$ cat src/sac_pkg.sv
/*
  Constants shared by the converter control block: result format, marker code,
  conversion timing and FIFO sizing.
  Assumes a single 10 MHz clock mclk and a synchronous active-high reset.
*/
// Function
// - a rising trigger while chip select and busy are low starts sampling.
// - chip select falling while the trigger is high and busy is low starts sampling.
// - with chip select low and the trigger already high, sampling restarts at conversion end.
// - a falling trigger ends sampling and starts a conversion; sac_ctrl does so only while chip select is low.
// - chip select falling while the trigger is low ends sampling and starts a conversion.
// - busy rises right after a conversion start, stays high throughout and falls at the end.
// - chip select falling while busy and the trigger are high aborts the conversion.
// - an aborted conversion leaves the marker code FE0 hex as the result.
// - result bits 11 to 0 are driven onto the bus only while chip select and read are low.
// - the data outputs are released whenever chip select or read strobe is high.
// - with fold select low a read shows the full twelve-bit result.
// - with fold select high a read shows bits 3 to 0 on top, then zeros.
// - a read shows the result of the previously completed conversion.
// - the conversion clock is internal and a conversion completes within 200 ns.
package sac_pkg;
  localparam int RESULT_W = 12;
  localparam logic [11:0] ABORT_CODE = 12'hfe0;
  localparam logic [11:0] RESULT_RESET = 12'h000;
  localparam int FOLD_BITS = 4;
  localparam int CLK_PERIOD_NS = 100;
  localparam int CONV_MAX_NS = 200;
  // longest time rounds down, never below one cycle
  localparam int CONV_CYCLES_RAW = CONV_MAX_NS / CLK_PERIOD_NS;
  localparam int CONV_CYCLES = (CONV_CYCLES_RAW < 1) ? 1 : CONV_CYCLES_RAW;
  localparam int FIFO_DEPTH = 8;
  localparam int SYNC_STAGES = 3;
endpackage

$ cat src/sac_ctrl.sv
/*
  Sample/convert/read control of a 12-bit successive-approximation converter.
  Host pins arrive asynchronously and pass three flip-flops; chip select gates
  both trigger edges. Finished results and abort markers pass through an
  8-word FIFO; the read latch takes the oldest pending code whenever the bus
  is idle, so an open read never changes under the host.
  Assumes the analog core holds its code on conv_code through the last step
  of the internal step counter and that mclk is the only clock.
*/
`timescale 1ns/1ns
module sac_ctrl
  import sac_pkg::*;
#(
  parameter int CONV_CYC = sac_pkg::CONV_CYCLES,
  parameter int DEPTH = sac_pkg::FIFO_DEPTH
) (
  // clock and reset
  input wire logic mclk,
  input wire logic rst,
  // host control pins
  input wire logic conv_trigger_n,
  input wire logic cs_n,
  input wire logic rd_n,
  input wire logic fold_sel,
  // analog core
  input wire logic [sac_pkg::RESULT_W-1:0] conv_code,
  output logic sample_on,
  output logic conv_start,
  // status and data bus
  output logic busy,
  output logic [sac_pkg::RESULT_W-1:0] data_out,
  output logic [sac_pkg::RESULT_W-1:0] data_oe,
  output logic result_lost
);
  import sac_pkg::*;

  // gray along idle, sample, convert
  typedef enum logic [1:0] {
    SAC_IDLE   = 2'b00,
    SAC_SAMPLE = 2'b01,
    SAC_CONV   = 2'b11
  } sac_state_t;

  // ===========================================
  // input synchronisers
  logic [SYNC_STAGES-1:0] trig_sh;
  logic [SYNC_STAGES-1:0] cs_sh;
  logic [SYNC_STAGES-1:0] rd_sh;
  logic [SYNC_STAGES-1:0] fold_sh;
  logic trig_q;
  logic cs_q;
  logic rd_q;
  logic fold_q;

  // reset to the idle pin levels so no false edge follows reset
  always_ff @(posedge mclk) begin
    if (rst) begin
      trig_sh <= '1;
      cs_sh <= '1;
      rd_sh <= '1;
      fold_sh <= '0;
    end else begin
      trig_sh <= {trig_sh[SYNC_STAGES-2:0], conv_trigger_n};
      cs_sh <= {cs_sh[SYNC_STAGES-2:0], cs_n};
      rd_sh <= {rd_sh[SYNC_STAGES-2:0], rd_n};
      fold_sh <= {fold_sh[SYNC_STAGES-2:0], fold_sel};
    end
  end

  // a change counts once the second and third stages agree
  always_ff @(posedge mclk) begin
    if (rst) begin
      trig_q <= 1'b1;
      cs_q <= 1'b1;
      rd_q <= 1'b1;
      fold_q <= 1'b0;
    end else begin
      if (trig_sh[1] == trig_sh[2]) begin
        trig_q <= trig_sh[2];
      end
      if (cs_sh[1] == cs_sh[2]) begin
        cs_q <= cs_sh[2];
      end
      if (rd_sh[1] == rd_sh[2]) begin
        rd_q <= rd_sh[2];
      end
      if (fold_sh[1] == fold_sh[2]) begin
        fold_q <= fold_sh[2];
      end
    end
  end

  // ===========================================
  // edge detection on the filtered levels
  logic trig_d;
  logic cs_d;
  logic trig_rise;
  logic trig_fall;
  logic cs_fall;

  always_ff @(posedge mclk) begin
    if (rst) begin
      trig_d <= 1'b1;
      cs_d <= 1'b1;
    end else begin
      trig_d <= trig_q;
      cs_d <= cs_q;
    end
  end

  function automatic logic rose(input logic cur, input logic prev);
    rose = cur && !prev;
  endfunction

  function automatic logic fell(input logic cur, input logic prev);
    fell = !cur && prev;
  endfunction

  assign trig_rise = rose(trig_q, trig_d);
  assign trig_fall = fell(trig_q, trig_d);
  assign cs_fall = fell(cs_q, cs_d);

  // ===========================================
  // sample / convert sequencer
  localparam int CW = $clog2(CONV_CYC + 1);
  sac_state_t state;
  sac_state_t next_state;
  logic [CW-1:0] conv_cnt;
  logic conv_end;
  logic start_conv;
  logic abort_now;

  assign conv_end = (state == SAC_CONV) && (conv_cnt == CW'(CONV_CYC - 1));
  // chip select gates the trigger edge; with the trigger already low the
  // falling chip select itself starts the conversion
  assign start_conv = (state == SAC_SAMPLE) &&
                      ((trig_fall && !cs_q) || (cs_fall && !trig_q));
  assign abort_now = (state == SAC_CONV) && cs_fall && trig_q;

  always_comb begin
    next_state = state;
    case (state)
      SAC_IDLE: begin
        if (trig_rise && !cs_q) begin
          next_state = SAC_SAMPLE;
        end else if (cs_fall && trig_q) begin
          next_state = SAC_SAMPLE;
        end
      end
      SAC_SAMPLE: begin
        if (start_conv) begin
          next_state = SAC_CONV;
        end
      end
      SAC_CONV: begin
        // an abort wins over the normal end in the same cycle
        if (abort_now) begin
          next_state = SAC_IDLE;
        end else if (conv_end) begin
          // back-to-back: resample at the internal end
          next_state = (!cs_q && trig_q) ? SAC_SAMPLE : SAC_IDLE;
        end
      end
      default: begin
        next_state = SAC_IDLE;
      end
    endcase
  end

  always_ff @(posedge mclk) begin
    if (rst) begin
      state <= SAC_IDLE;
    end else begin
      state <= next_state;
    end
  end

  // internal conversion clock: one step per mclk cycle
  always_ff @(posedge mclk) begin
    if (rst) begin
      conv_cnt <= '0;
    end else if (state != SAC_CONV || conv_end) begin
      conv_cnt <= '0;
    end else begin
      conv_cnt <= conv_cnt + 1'b1;
    end
  end

  // busy tracks the conversion state
  always_ff @(posedge mclk) begin
    if (rst) begin
      busy <= 1'b0;
    end else begin
      busy <= (next_state == SAC_CONV);
    end
  end

  always_ff @(posedge mclk) begin
    if (rst) begin
      sample_on <= 1'b0;
    end else begin
      sample_on <= (next_state == SAC_SAMPLE);
    end
  end

  always_ff @(posedge mclk) begin
    if (rst) begin
      conv_start <= 1'b0;
    end else begin
      conv_start <= start_conv;
    end
  end

  // ===========================================
  // result path through the FIFO
  logic push;
  logic [RESULT_W-1:0] push_data;
  logic fifo_in_ready;
  logic fifo_out_valid;
  logic [RESULT_W-1:0] fifo_out_data;
  logic reading;
  logic pop;
  logic [RESULT_W-1:0] result;

  assign push = conv_end || abort_now;
  assign push_data = abort_now ? ABORT_CODE : conv_code;
  assign reading = !cs_q && !rd_q;
  // the latch only advances while the bus is idle so a read stays stable
  assign pop = fifo_out_valid && !reading;

  sac_fifo #(
    .WIDTH(RESULT_W),
    .DEPTH(DEPTH)
  ) u_fifo (
    .clk(mclk),
    .rst(rst),
    .in_valid(push),
    .in_ready(fifo_in_ready),
    .in_data(push_data),
    .out_valid(fifo_out_valid),
    .out_ready(!reading),
    .out_data(fifo_out_data)
  );

  always_ff @(posedge mclk) begin
    if (rst) begin
      result <= RESULT_RESET;
    end else if (pop) begin
      result <= fifo_out_data;
    end
  end

  // a finished code that found the FIFO full is dropped and flagged; the flag
  // clears when a read opens, so a read held across the loss still shows it
  logic reading_d;
  logic read_start;

  always_ff @(posedge mclk) begin
    if (rst) begin
      reading_d <= 1'b0;
    end else begin
      reading_d <= reading;
    end
  end

  assign read_start = rose(reading, reading_d);

  always_ff @(posedge mclk) begin
    if (rst) begin
      result_lost <= 1'b0;
    end else if (push && !fifo_in_ready) begin
      result_lost <= 1'b1;
    end else if (read_start) begin
      result_lost <= 1'b0;
    end
  end

  // ===========================================
  // output bus drivers
  function automatic logic [RESULT_W-1:0] fold_view(input logic [RESULT_W-1:0] r,
                                                    input logic f);
    if (f) begin
      fold_view = {r[FOLD_BITS-1:0], {(RESULT_W-FOLD_BITS){1'b0}}};
    end else begin
      fold_view = r;
    end
  endfunction

  always_ff @(posedge mclk) begin
    if (rst) begin
      data_out <= '0;
    end else begin
      data_out <= fold_view(result, fold_q);
    end
  end

  // all twelve enables move together so the bus is never half driven
  always_ff @(posedge mclk) begin
    if (rst) begin
      data_oe <= '0;
    end else begin
      data_oe <= reading ? '1 : '0;
    end
  end
endmodule

$ cat src/sac_fifo.sv
/*
  Small synchronous FIFO with valid/ready on both sides.
  Assumes one clock and a synchronous active-high reset.
*/
`timescale 1ns/1ns
module sac_fifo #(
  parameter int WIDTH = 12,
  parameter int DEPTH = 8
) (
  // clock and reset
  input wire logic clk,
  input wire logic rst,
  // fill side
  input wire logic in_valid,
  output logic in_ready,
  input wire logic [WIDTH-1:0] in_data,
  // drain side
  output logic out_valid,
  input wire logic out_ready,
  output logic [WIDTH-1:0] out_data
);
  localparam int AW = (DEPTH > 1) ? $clog2(DEPTH) : 1;
  logic [WIDTH-1:0] mem [DEPTH];
  logic [AW-1:0] wr_ptr;
  logic [AW-1:0] rd_ptr;
  logic [AW:0] count;
  logic do_wr;
  logic do_rd;

  assign in_ready = (count != (AW+1)'(DEPTH));
  assign out_valid = (count != '0);
  assign out_data = mem[rd_ptr];
  assign do_wr = in_valid && in_ready;
  assign do_rd = out_valid && out_ready;

  always_ff @(posedge clk) begin
    if (do_wr) begin
      mem[wr_ptr] <= in_data;
    end
  end

  always_ff @(posedge clk) begin
    if (rst) begin
      wr_ptr <= '0;
      rd_ptr <= '0;
      count <= '0;
    end else begin
      if (do_wr) begin
        wr_ptr <= (wr_ptr == AW'(DEPTH-1)) ? '0 : wr_ptr + 1'b1;
      end
      if (do_rd) begin
        rd_ptr <= (rd_ptr == AW'(DEPTH-1)) ? '0 : rd_ptr + 1'b1;
      end
      if (do_wr && !do_rd) begin
        count <= count + 1'b1;
      end else if (do_rd && !do_wr) begin
        count <= count - 1'b1;
      end
    end
  end
endmodule

$ cat config.mk
export PLATFORM = sky130hd
export DESIGN_NAME = sac_ctrl
export DESIGN_NICKNAME = d
export VERILOG_FILES = /design/src/sac_pkg.sv /design/src/sac_ctrl.sv /design/src/sac_fifo.sv
export SDC_FILE = /design/constraint.sdc
export NUM_CORES = 1
export LEC_CHECK = 0
export BUFFER_PORTS_ARGS = -buffer_cell sky130_fd_sc_hd__buf_2
export CAP_MARGIN = 5
export CORE_UTILIZATION = 30
export CTS_CLUSTER_DIAMETER = 30
export DETAILED_ROUTE_END_ITERATION = 12
export GPL_TIMING_DRIVEN = 0
export SLEW_MARGIN = 20
export SYNTH_ARGS = -nofsm -noshare
export SYNTH_HDL_FRONTEND = slang
export SYNTH_SLANG_ARGS = --single-unit
$ cat constraint.sdc
create_clock -name mclk -period 6.1 [get_ports mclk]
set_input_delay 0.305 -clock mclk [delete_from_list [all_inputs] [get_ports mclk]]
set_output_delay 0.305 -clock mclk [all_outputs]
set_load 0.01 [all_outputs]
==> metrics.cfg <==
[timing]
rsz0062_at_grt = false
slew_headroom_pct = 46.3
min_period_over_period_pct = 47.2
fmax_mhz = 347
setup_viol = 0
hold_violations = 0
finalSetupTns_ps = 0
layout_min_cycle_time_ps = 2880
finClkSkew_ps = 7.78
tightest_slew_ps = 805
finalMaxSlewViolations = 0

[clock_tree]
cts_resized = 0
ctsHoldBuffers = 0
clkTransAtPathRegs_ps = 60
root_buffer = clkbuf_16
clk_latency_ps = 430
clk_path_buf_depth = 2
clock-sinks = 157
htree_levels = 4
post_cts_buffers = 0
cts_tree = done
cts_made_buffers = 17

[finish]
antenna_cells = 0
final_cell_mix = 96 x edfxtp_1, 61 x dfxtp_1, 50 x buf_2
fin_util_pct = 36.9
mostFrequentLayoutCell = edfxtp_1
area_growth_pct = 20.8
design_area_um2 = 7180
final_nets = 493
final_layout_size_suffix_gt1_share_pct = 33.0

[synthesis]
synth.largest_area_cell = edfxtp_1
post-synth-top-area-fraction_pct = 48.5
synth_ff_type = edfxtp_1
synth_area_um2 = 5940
synth_cells = 393
synth-edff-count = 96
ys_seq_area_share_pct = 69.1
syn_nets = 420
yosys_warnings = 0
ys_types = 41
synth.top_cells.by_area = edfxtp_1 49%, dfxtp_1 21%, mux4_2 9.1%
synth-seq-cells = 157
synth-async-reset-ratio_pct = 0
postSynthAreaPerCell_um2 = 15.1

[worst_setup_path]
required_ps = 6410
start_kind = flop
critPathKind = reg2reg
endpoint_kind = flop
cp_data_arrival_time_ps = 3190
worstPathMaxFanout = 6

[floorplan]
die_w_um = 143
die_h_um = 143
fp-row-count = 51
core_um2 = 19500
num_io_pins = 46
die_area_um2 = 20400
start_util_pct = 30.5

[pwr]
vdd_drop_max_v = 0.000239
pwr-share-seq_pct = 43.8
power_frac_comb_pct = 21.4
internal-power_mw = 2.10
p_clk_share_pct = 34.8
power.density_nw_per_um2 = 400
swShare_pct = 26.9
p_leak_nw = 2.57
p_sw_mw = 0.772

[place]
gp_congestion = 0.751
port_buffers = 44
placed_area_um2 = 6620
dp_hpwl_mm = 8.07

[detailed_routing]
wire_per_inst_um = 15.3
dr.pass1.iters = 5
drc = 0
vias = 3282
finalWirelength_mm = 11.4
drtIter0Drc = 147
ant_nets = 0
avgViaCountPerCell = 4.41

[run]
maxCapViolations = 0

[global_route]
grt_pass1_vias = 3330
grt_pass1_wl_mm = 18.1
track_usage_pct = 12.4
grt_max_degree = 17
antenna_found_initial = 0
overflow = 0

[hold_path]
hold_class = in2reg

[outcome]
status = finished clean

==> synthesized netlist by cell type, types with 3 or more instances <==
cell	instances
nor2_1	32
nor4_1	3
clkbuf_1	10
nor2b_1	11
nor3_1	15
or2_2	19
mux2i_1	5
ha_1	8
mux4_2	24
o21bai_1	3
buf_6	4
and2_1	10
buf_2	3
buf_4	15
dfxtp_1	61
nand3_1	3
o22ai_1	12
nor4b_1	3
a21oi_1	16
edfxtp_1	96
inv_1	3
nand2_1	14
==> final timing paths <==
path,startpoint,to,slack [ps],cells past startpoint
worst max-delay path,u_fifo.count[0],u_fifo.count[3],3220,11
worst min-delay path,conv_trigger_n,trig_sh[0],60,2
worst max register to register,u_fifo.count[0],u_fifo.count[3],3220,11
worst min register to register,cs_sh[0],cs_sh[1],410,1
==> power by group through the flow <==
stage	Sequential, mW	Combinational [mW]	Clock, mW
3_3_place_gp	1.28	0.607	0
6_report	1.26	0.616	1.00
2_1_floorplan	1.28	0.453	0
3_5_place_dp	1.28	0.620	0
5_1_grt	1.27	0.685	1.07
4_1_cts	1.26	0.624	1.02
==> cell type report <==
class | count | area (µm²)
Tap cell | 265 | 332
Sequential cell | 157 | 4100
Timing Repair Buffer | 54 | 303
Inverter | 5 | 21.3
Multi-Input combinational cell | 198 | 1650
Clock buffer | 22 | 444
Fill cell | 1844 | 12300
Buffer | 33 | 214
Clock inverter | 10 | 116
==> kinds of logic (layout without fill, tap and decap cells) <==
group                      Yosys count  in the layout  share of synthesized area (%)
AOI/OAI and AO/OA                   39             39                           3.94
xor gates and xnor gates             2              2                          0.295
adders and majority gates            9              9                           2.02
buffers and inverters               38            124                           3.96
DFF                                157            157                           69.1
muxes                               30             30                           10.1
and+or+nand+nor                    118            118                           10.6
==> critical path, cell delays in order, from the launching register on <==
cell,delay [ps]
dfxtp_1,370
or4_4,550
and2_1,190
buf_6,130
inv_4,60
ha_1,160
inv_1,90
ha_1,340
a21oi_1,230
a211oi_1,110
a31oi_1,190
mux2_2,350
==> state kept, by name (all words and copies together), names as in the netlist <==
name	cells
cs_q	1
data_out	12
result_lost	1
trig_d	1
data_oe	1
u_fifo.wr_ptr	3
cs_d	1
trig_q	1
busy	1
fold_q	1
u_fifo.mem	96
conv_start	1
cs_sh	3
conv_cnt	2
rd_sh	3
trig_sh	3
result	12
u_fifo.rd_ptr	3
rd_q	1
u_fifo.count	4
fold_sh	3
sample_on	1
state	2
==> routing by layer <==
metal,GRT usage (%),wire length [µm]
met3,3.72,550
met2,20.4,5600
met4,5.32,158
met5,0,0
met1,15.1,5110
==> per-stage QoR <==
step	worst slack [ps]	hold WS [ps]	cells	total power, mW
floorplan	3260	389	393	1.73
global placement	1990	394	702	1.89
detailed placement	3250	394	712	1.90
CTS	3250	44.3	744	2.91
global route	3010	44.4	744	3.02
finish	3220	60.4	744	2.87
Note: power is estimated with default switching activity, not from simulation.
